## config.mk

```make
export PLATFORM = sky130hd
export DESIGN_NAME = fcp_top
export DESIGN_NICKNAME = d
export VERILOG_FILES = /design/src/fcp_pkg.sv /design/src/fcp_top.sv
export VERILOG_INCLUDE_DIRS = /design/src
export SDC_FILE = /design/constraint.sdc
export NUM_CORES = 1
export LEC_CHECK = 0
export BUFFER_PORTS_ARGS = -buffer_cell sky130_fd_sc_hd__buf_2
export CORE_MARGIN = 4
export CORE_UTILIZATION = 40
export CTS_CLUSTER_SIZE = 40
export DETAILED_ROUTE_END_ITERATION = 8
export PLACE_DENSITY_LB_ADDON = 0.08
export SLEW_MARGIN = 20
export SYNTH_ARGS = -nofsm -noshare
export SYNTH_HDL_FRONTEND = slang
export SYNTH_SLANG_ARGS = --single-unit
```

## constraint.sdc

```tcl
create_clock -name core_clk -period 1.85 [get_ports core_clk]
set_input_delay 0.185 -clock core_clk [delete_from_list [all_inputs] [get_ports core_clk]]
set_output_delay 0.185 -clock core_clk [all_outputs]
set_load 0.01 [all_outputs]
```

## src/fcp_regs.svh

```systemverilog
/*
 * register offsets, field positions, reset values and counts of the
 * five channel pwm block.
 * assumes byte offsets are used directly as ahb byte addresses.
 */
`ifndef FCP_REGS_SVH
`define FCP_REGS_SVH

// register byte offsets (word index times four)
`define FCP_OFF_CTRL_UPPER   8'h38
`define FCP_OFF_DUTY_FOUR    8'h3C
`define FCP_OFF_PERIOD       8'h64
`define FCP_OFF_DUTY_ZERO    8'h68
`define FCP_OFF_DUTY_ONE     8'h6C
`define FCP_OFF_CTRL_LOWER   8'h70
`define FCP_OFF_DUTY_TWO     8'h74
`define FCP_OFF_DUTY_THREE   8'h78

// printed register indices
`define FCP_IDX_CTRL_UPPER   8'hCE
`define FCP_IDX_DUTY_FOUR    8'hCF
`define FCP_IDX_PERIOD       8'hD9
`define FCP_IDX_DUTY_ZERO    8'hDA
`define FCP_IDX_DUTY_ONE     8'hDB
`define FCP_IDX_CTRL_LOWER   8'hDC
`define FCP_IDX_DUTY_TWO     8'hDD
`define FCP_IDX_DUTY_THREE   8'hDE

// control lower field positions
`define FCP_CH0_RUN_BIT      0
`define FCP_CH1_RUN_BIT      1
`define FCP_CH0_SEL_BIT      2
`define FCP_CH1_SEL_BIT      3
`define FCP_CH2_RUN_BIT      4
`define FCP_CH3_RUN_BIT      5
`define FCP_CH2_SEL_BIT      6
`define FCP_CH3_SEL_BIT      7
// control upper field positions
`define FCP_CH4_RUN_BIT      0
`define FCP_CH4_SEL_BIT      2
`define FCP_CTRL_UPPER_MASK  8'h05

`define FCP_RESET_BYTE       8'h00
`define FCP_CNT_LAST         8'hFE
`define FCP_CNT_ZERO         8'h00
`define FCP_PRE_ZERO         8'h00

`endif

```

## src/fcp_pkg.sv

```systemverilog
/*
 * types of the five channel pwm block.
 * assumes fcp_regs.svh holds the numeric constants.
 */
package fcp_pkg;
    typedef logic [7:0] fcp_byte_t;

    // ahb-lite slave request group
    typedef struct packed {
        logic        hsel;
        logic [31:0] haddr;
        logic [1:0]  htrans;
        logic        hwrite;
        logic [2:0]  hsize;
        logic        hready;
        logic [31:0] hwdata;
    } fcp_ahb_req_t;

    // ahb-lite slave answer group
    typedef struct packed {
        logic [31:0] hrdata;
        logic        hreadyout;
        logic        hresp;
    } fcp_ahb_rsp_t;

    // pins toward port one bits three to seven
    typedef struct packed {
        logic [4:0] pin_output_select;
        logic [4:0] pwm_level;
    } fcp_pins_t;
endpackage : fcp_pkg

```

## src/fcp_top.sv

```systemverilog
/*
 * five channel pwm with ahb-lite register slave.
 * assumes one ahb-lite master on core_clk, a port mux outside that
 * takes pwm_level where pin_output_select is set, and sys_rst sync.
 */
//
// Overview of operation
// - one shared 8-bit prescaler clocks counter
// - prescaler divides by period plus one
// - output high only when duty exceeds counter
// - duty 00H low, FFH high constantly
// - new duty value compared immediately
// - run bits start and stop channels
// - pin follows pwm only when selected
// - channels zero to four on port bits three-seven
// - lower control register bit layout
// - upper control register, bits two and zero
// - six read/write byte registers, period and duties
// - reset clears all registers to zero
`timescale 1ns/10ps
`default_nettype none
`include "fcp_regs.svh"

module fcp_top (
    input  wire logic                 core_clk,
    input  wire logic                 sys_rst,
    input  wire fcp_pkg::fcp_ahb_req_t ahb_req,
    output var  fcp_pkg::fcp_ahb_rsp_t ahb_rsp,
    output var  fcp_pkg::fcp_pins_t    pins
);
    import fcp_pkg::*;

    fcp_byte_t   period_prescale_r;
    fcp_byte_t   control_lower_channels_r;
    fcp_byte_t   control_upper_channel_r;
    fcp_byte_t   duty_r [0:4];
    fcp_byte_t   pre_cnt_r;
    fcp_byte_t   pwm_cnt_r;
    logic [4:0]  channel_run;
    logic [4:0]  sel_bits;
    logic [4:0]  pwm_int;
    logic        any_run;
    logic        tick;
    logic        wr_pend_r;
    logic [7:0]  wr_addr_r;
    logic [31:0] rdata_r;
    logic [31:0] rdata_nxt;
    logic        take;
    fcp_byte_t   wbyte;

    // bus slave is always ready and never errors
    assign ahb_rsp.hreadyout = 1'b1;
    assign ahb_rsp.hresp     = 1'b0;
    assign ahb_rsp.hrdata    = rdata_r;
    assign take  = ahb_req.hsel && ahb_req.htrans[1] && ahb_req.hready;
    assign wbyte = ahb_req.hwdata[7:0];

    // capture write address phase for the following data phase
    always_ff @(posedge core_clk) begin
        if (sys_rst) begin
            wr_pend_r <= 1'b0;
            wr_addr_r <= 8'h00;
        end else begin
            wr_pend_r <= take && ahb_req.hwrite;
            wr_addr_r <= ahb_req.haddr[7:0];
        end
    end

    // read mux, reserved bits and unmapped offsets read zero
    always_comb begin
        rdata_nxt = 32'h0000_0000;
        if (ahb_req.haddr[7:0] == `FCP_OFF_CTRL_UPPER) begin
            rdata_nxt[7:0] = control_upper_channel_r;
        end else if (ahb_req.haddr[7:0] == `FCP_OFF_DUTY_FOUR) begin
            rdata_nxt[7:0] = duty_r[4];
        end else if (ahb_req.haddr[7:0] == `FCP_OFF_PERIOD) begin
            rdata_nxt[7:0] = period_prescale_r;
        end else if (ahb_req.haddr[7:0] == `FCP_OFF_DUTY_ZERO) begin
            rdata_nxt[7:0] = duty_r[0];
        end else if (ahb_req.haddr[7:0] == `FCP_OFF_DUTY_ONE) begin
            rdata_nxt[7:0] = duty_r[1];
        end else if (ahb_req.haddr[7:0] == `FCP_OFF_CTRL_LOWER) begin
            rdata_nxt[7:0] = control_lower_channels_r;
        end else if (ahb_req.haddr[7:0] == `FCP_OFF_DUTY_TWO) begin
            rdata_nxt[7:0] = duty_r[2];
        end else if (ahb_req.haddr[7:0] == `FCP_OFF_DUTY_THREE) begin
            rdata_nxt[7:0] = duty_r[3];
        end
    end

    // read data registered at the address phase edge
    always_ff @(posedge core_clk) begin
        if (sys_rst) begin
            rdata_r <= 32'h0000_0000;
        end else if (take && !ahb_req.hwrite) begin
            rdata_r <= rdata_nxt;
        end
    end

    always_ff @(posedge core_clk) begin
        if (sys_rst) begin
            period_prescale_r <= `FCP_RESET_BYTE;
        end else if (wr_pend_r && wr_addr_r == `FCP_OFF_PERIOD) begin
            period_prescale_r <= wbyte;
        end
    end

    // lower control register, all bits writable
    always_ff @(posedge core_clk) begin
        if (sys_rst) begin
            control_lower_channels_r <= `FCP_RESET_BYTE;
        end else if (wr_pend_r && wr_addr_r == `FCP_OFF_CTRL_LOWER) begin
            control_lower_channels_r <= wbyte;
        end
    end

    // upper control, reserved bits held at zero
    always_ff @(posedge core_clk) begin
        if (sys_rst) begin
            control_upper_channel_r <= `FCP_RESET_BYTE;
        end else if (wr_pend_r && wr_addr_r == `FCP_OFF_CTRL_UPPER) begin
            control_upper_channel_r <= wbyte & `FCP_CTRL_UPPER_MASK;
        end
    end

    always_ff @(posedge core_clk) begin
        if (sys_rst) begin
            for (int i = 0; i < 5; i++) begin
                duty_r[i] <= `FCP_RESET_BYTE;
            end
        end else if (wr_pend_r) begin
            if (wr_addr_r == `FCP_OFF_DUTY_ZERO) begin
                duty_r[0] <= wbyte;
            end else if (wr_addr_r == `FCP_OFF_DUTY_ONE) begin
                duty_r[1] <= wbyte;
            end else if (wr_addr_r == `FCP_OFF_DUTY_TWO) begin
                duty_r[2] <= wbyte;
            end else if (wr_addr_r == `FCP_OFF_DUTY_THREE) begin
                duty_r[3] <= wbyte;
            end else if (wr_addr_r == `FCP_OFF_DUTY_FOUR) begin
                duty_r[4] <= wbyte;
            end
        end
    end

    // run and select bits per channel
    assign channel_run = {control_upper_channel_r[`FCP_CH4_RUN_BIT],
                          control_lower_channels_r[`FCP_CH3_RUN_BIT],
                          control_lower_channels_r[`FCP_CH2_RUN_BIT],
                          control_lower_channels_r[`FCP_CH1_RUN_BIT],
                          control_lower_channels_r[`FCP_CH0_RUN_BIT]};
    assign sel_bits    = {control_upper_channel_r[`FCP_CH4_SEL_BIT],
                          control_lower_channels_r[`FCP_CH3_SEL_BIT],
                          control_lower_channels_r[`FCP_CH2_SEL_BIT],
                          control_lower_channels_r[`FCP_CH1_SEL_BIT],
                          control_lower_channels_r[`FCP_CH0_SEL_BIT]};
    assign any_run     = |channel_run;

    // shared prescaler, tick every period plus one cycles
    assign tick = (pre_cnt_r >= period_prescale_r);
    always_ff @(posedge core_clk) begin
        if (sys_rst) begin
            pre_cnt_r <= `FCP_PRE_ZERO;
        end else if (!any_run || tick) begin
            pre_cnt_r <= `FCP_PRE_ZERO;
        end else begin
            pre_cnt_r <= pre_cnt_r + 8'h01;
        end
    end

    // counter wraps at 254, frozen when nothing runs
    always_ff @(posedge core_clk) begin
        if (sys_rst) begin
            pwm_cnt_r <= `FCP_CNT_ZERO;
        end else if (any_run && tick) begin
            if (pwm_cnt_r >= `FCP_CNT_LAST) begin
                pwm_cnt_r <= `FCP_CNT_ZERO;
            end else begin
                pwm_cnt_r <= pwm_cnt_r + 8'h01;
            end
        end
    end

    // per channel compare; duty read live, so a write acts at once
    // and 00H never exceeds, FFH always exceeds the counter
    genvar ch;
    generate
        for (ch = 0; ch < 5; ch++) begin : g_ch
            always_ff @(posedge core_clk) begin
                if (sys_rst) begin
                    pwm_int[ch] <= 1'b0;
                end else begin
                    pwm_int[ch] <= channel_run[ch] && (duty_r[ch] > pwm_cnt_r);
                end
            end
        end
    endgenerate

    // bit n maps to port one bit n plus three
    assign pins.pin_output_select = sel_bits;
    assign pins.pwm_level         = pwm_int & sel_bits;

endmodule // fcp_top

`default_nettype wire

```

==> run metrics <==
Setup TNS -0.201 ns; wire length per cell 19.0 um; total grt overflow 0; LEAKAGE 2.71 nW; Synth Instances 531; setup violators final 6; max cap viols 0; initial antenna violation count 0; WS Path Type reg -> reg; die width 124 um; synthesized flop and latch total 96; via/cell ratio 5.30; Synth area leaders edfxtp_1 (22%), dfxtp_1 (21%), ha_1 (12%), mux2i_1 (4.8%), buf_4 (4.3%); Clock Skew 0.00743 ns; sequential share of the synthesized area 42.9%; Slew HR 63.6%; Initial Util 40.9%; clock sink total 96; critical path, cell by cell inv_1 -> ha_4 -> nor2b_2 -> o21ai_4 -> a41oi_4 -> buf_6 -> or4_1 -> a21oi_2; Crit path required time 2.14 ns; top cell type's share of synthesized area 22.2%; die height 124 um; post-route setup slack -0.0666 ns; Net Sw Frac 24.2%; top post-synthesis cells by count dfxtp_1 (56), ha_1 (51), nor2_1 (41); Tot GR Track Use 20.0%; number of synthesized flops with an enable pin 40; Final Hold Viols 0; switching pwr 1.13 mW; hold buffers post-CTS 0; Clock power frac 43.3%; DR vias 4,239; internal power 3.55 mW; Fmax 0.522 GHz; PnR Total Power 4.68 mW; CP Capture Type flop; row cnt 42; count leader, synth dfxtp_1; Top delay family on crit path compound AO/OA/AOI/OAI gates; first-pass GRT wire length 24.1 mm; RSZ-0062 raised after global routing true; sequential share of power 49.1%; Reg clk slew, reported paths 0.07 ns; pwr dens 709 nW/um^2; ANT nets after route 0; crit path DAT 2.20 ns; Worst Setup Start Kind flop; Post-Syn Area per Cell 10.2 sq um; Synth warnings 0; clock tree buffer depth 2; hpwl dp 11.4 mm; TritonCTS Buffers 9; Comb power frac 7.6%; failing checks negative setup slack; worst slew pin tran 0.543 ns; fraction of registers with async set/reset 0%; Clock Latency Late Sink 0.35 ns; Root Driver clkbuf_16; multi-input logic area 2930 sq um; n_diodes 0; # H-tree levels 3; Layout Area Growth over Synthesis 21.9%; vias in the first global route 4,320; IO Pins 118; VDD IR-drop max 0.518 mV; Mapped Area 5420 sq um; routability cong. 0.951; fin crit share 104%; share of layout cells above drive strength 1 27.6%; Worst path max stage delay 0.42 ns; hold_ws 0.0733 ns; cell taking the most area after synthesis edfxtp_1; CP max stage cell or4_1; pin count of the biggest net entering global routing 19; FILL cells 1,227; Layout Cells excl Fill 800; Final #Nets 744; DRT Wirelength 15.2 mm; register cell area after layout 2330 sq um; DIE AREA 15,500 sq um; remaining design rule violation count 0; DRT iter0 DRCs 288; critical path peak fanout 4; Inst Count DP 775; fin crit period 1.92 ns; status finished, violations left; CTS tree built; Distinct cells, synth 64; Worst Hold Class in -> reg; ys flop type dfxtp_1; TritonRoute pass-1 iters 4; Final Core Density 49.9%; Port Buffer Count 39; crit path buf inv count 2; core region area 13,200 sq um; max-slew violation count 0
[cells in the final DEF (no fill, tap or decap), types with 3 or more instances in the layout]
master,instances
a21oi_2,10
ha_4,4
ha_1,46
nand2_1,16
dfxtp_1,50
o21ai_0,26
o31ai_1,5
mux2_2,5
buf_4,56
inv_1,24
mux2i_1,26
o2111ai_1,6
a21o_1,11
clkbuf_16,10
nand4_1,6
buf_2,39
conb_1,26
nor2_1,39
nor2b_1,14
dfxtp_2,6
buf_6,5
o22ai_1,4
a31oi_1,3
and3_1,17
and2_1,13
a21oi_1,18
edfxtp_1,40
o21a_1,11
nand3_1,17
or4_4,5
xor2_1,6
nand3b_1,3
[cell families (layout without fill, tap and decap cells)]
| group | count (synthesis) | in the layout | share of synthesized area [%] |
|---|---|---|---|
| flops | 96 | 96 | 42.9 |
| buf+inv | 76 | 144 | 7.83 |
| simple gates | 155 | 155 | 16.1 |
| mux | 32 | 32 | 6.05 |
| xor+xnor | 7 | 7 | 1.13 |
| fa+ha+maj | 51 | 51 | 11.8 |
| other cells | 2 | 26 | 0.139 |
| compound gates | 112 | 113 | 14.0 |
[timing repair]
action,CTS,global route
resized for setup,15,26
endpoints found under the setup margin,16,16
pin swaps,17,11
gates cloned,1,0
buffers inserted,5,3
[final cells by class]
cell class | instances | share of cell area [%]
Timing Repair Buffer | 101 | 10.5
Clock inverter | 6 | 1.10
Clock buffer | 10 | 3.79
Tap cell | 176 | 3.33
Inverter | 27 | 1.61
Multi-Input combinational cell | 384 | 44.4
Sequential cell | 96 | 35.3
[power groups by stage]
stage	registers, mW	clock network (mW)	logic (mW)
floorplan	2.33	0	0.263
global placement	2.35	0	0.339
detailed placement	2.35	0	0.349
CTS	2.30	2.07	0.350
global route	2.31	2.16	0.394
finish	2.30	2.03	0.354
[worst reg2reg max path: stages, from the launching register on]
cell and delay, ns:
dfxtp_2 0.33, inv_1 0.06, ha_4 0.27, nor2b_2 0.04, o21ai_4 0.21, a41oi_4 0.20
buf_6 0.17, or4_1 0.42, a21oi_2 0.15
[per-layer routing]
metal	track usage, %	share of wire (%)
met5	0	0
met4	5.54	1.4
met3	4.20	5.2
met2	33.0	47
met1	26.7	47
[flip-flops by register name, indices dropped and copies added, names as in the netlist]
name                      cells
pwm_int                       5
period_prescale_r             8
wr_addr_r                     8
duty_r                       40
pwm_cnt_r                     8
control_upper_channel_r       2
wr_pend_r                     1
control_lower_channels_r      8
pre_cnt_r                     8
rdata_r                       8
[worst paths after layout]
kind	start	end	slack, ns	depth (start not counted)
setup / recovery	pre_cnt_r[0]$_SDFF_PP0_	pwm_cnt_r[7]$_SDFFE_PP0P_	-0.07	8
hold / removal	ahb_req[40]	wr_addr_r[1]$_SDFF_PP0_	0.07	2
setup reg to reg	pre_cnt_r[0]$_SDFF_PP0_	pwm_cnt_r[7]$_SDFFE_PP0P_	-0.07	8
hold reg to reg	rdata_r[1]$_SDFFE_PP0P_	rdata_r[1]$_SDFFE_PP0P_	0.47	2
[per-stage QoR]
stage | setup slack, ns | instance area [sq um]
finish | -0.0666 | 6610
global route | -0.129 | 6610
CTS | -0.0188 | 6470
detailed placement | -0.164 | 6010
global placement | -0.136 | 6010
floorplan | 0.0411 | 5510
Power figures use the tool's default switching activity.
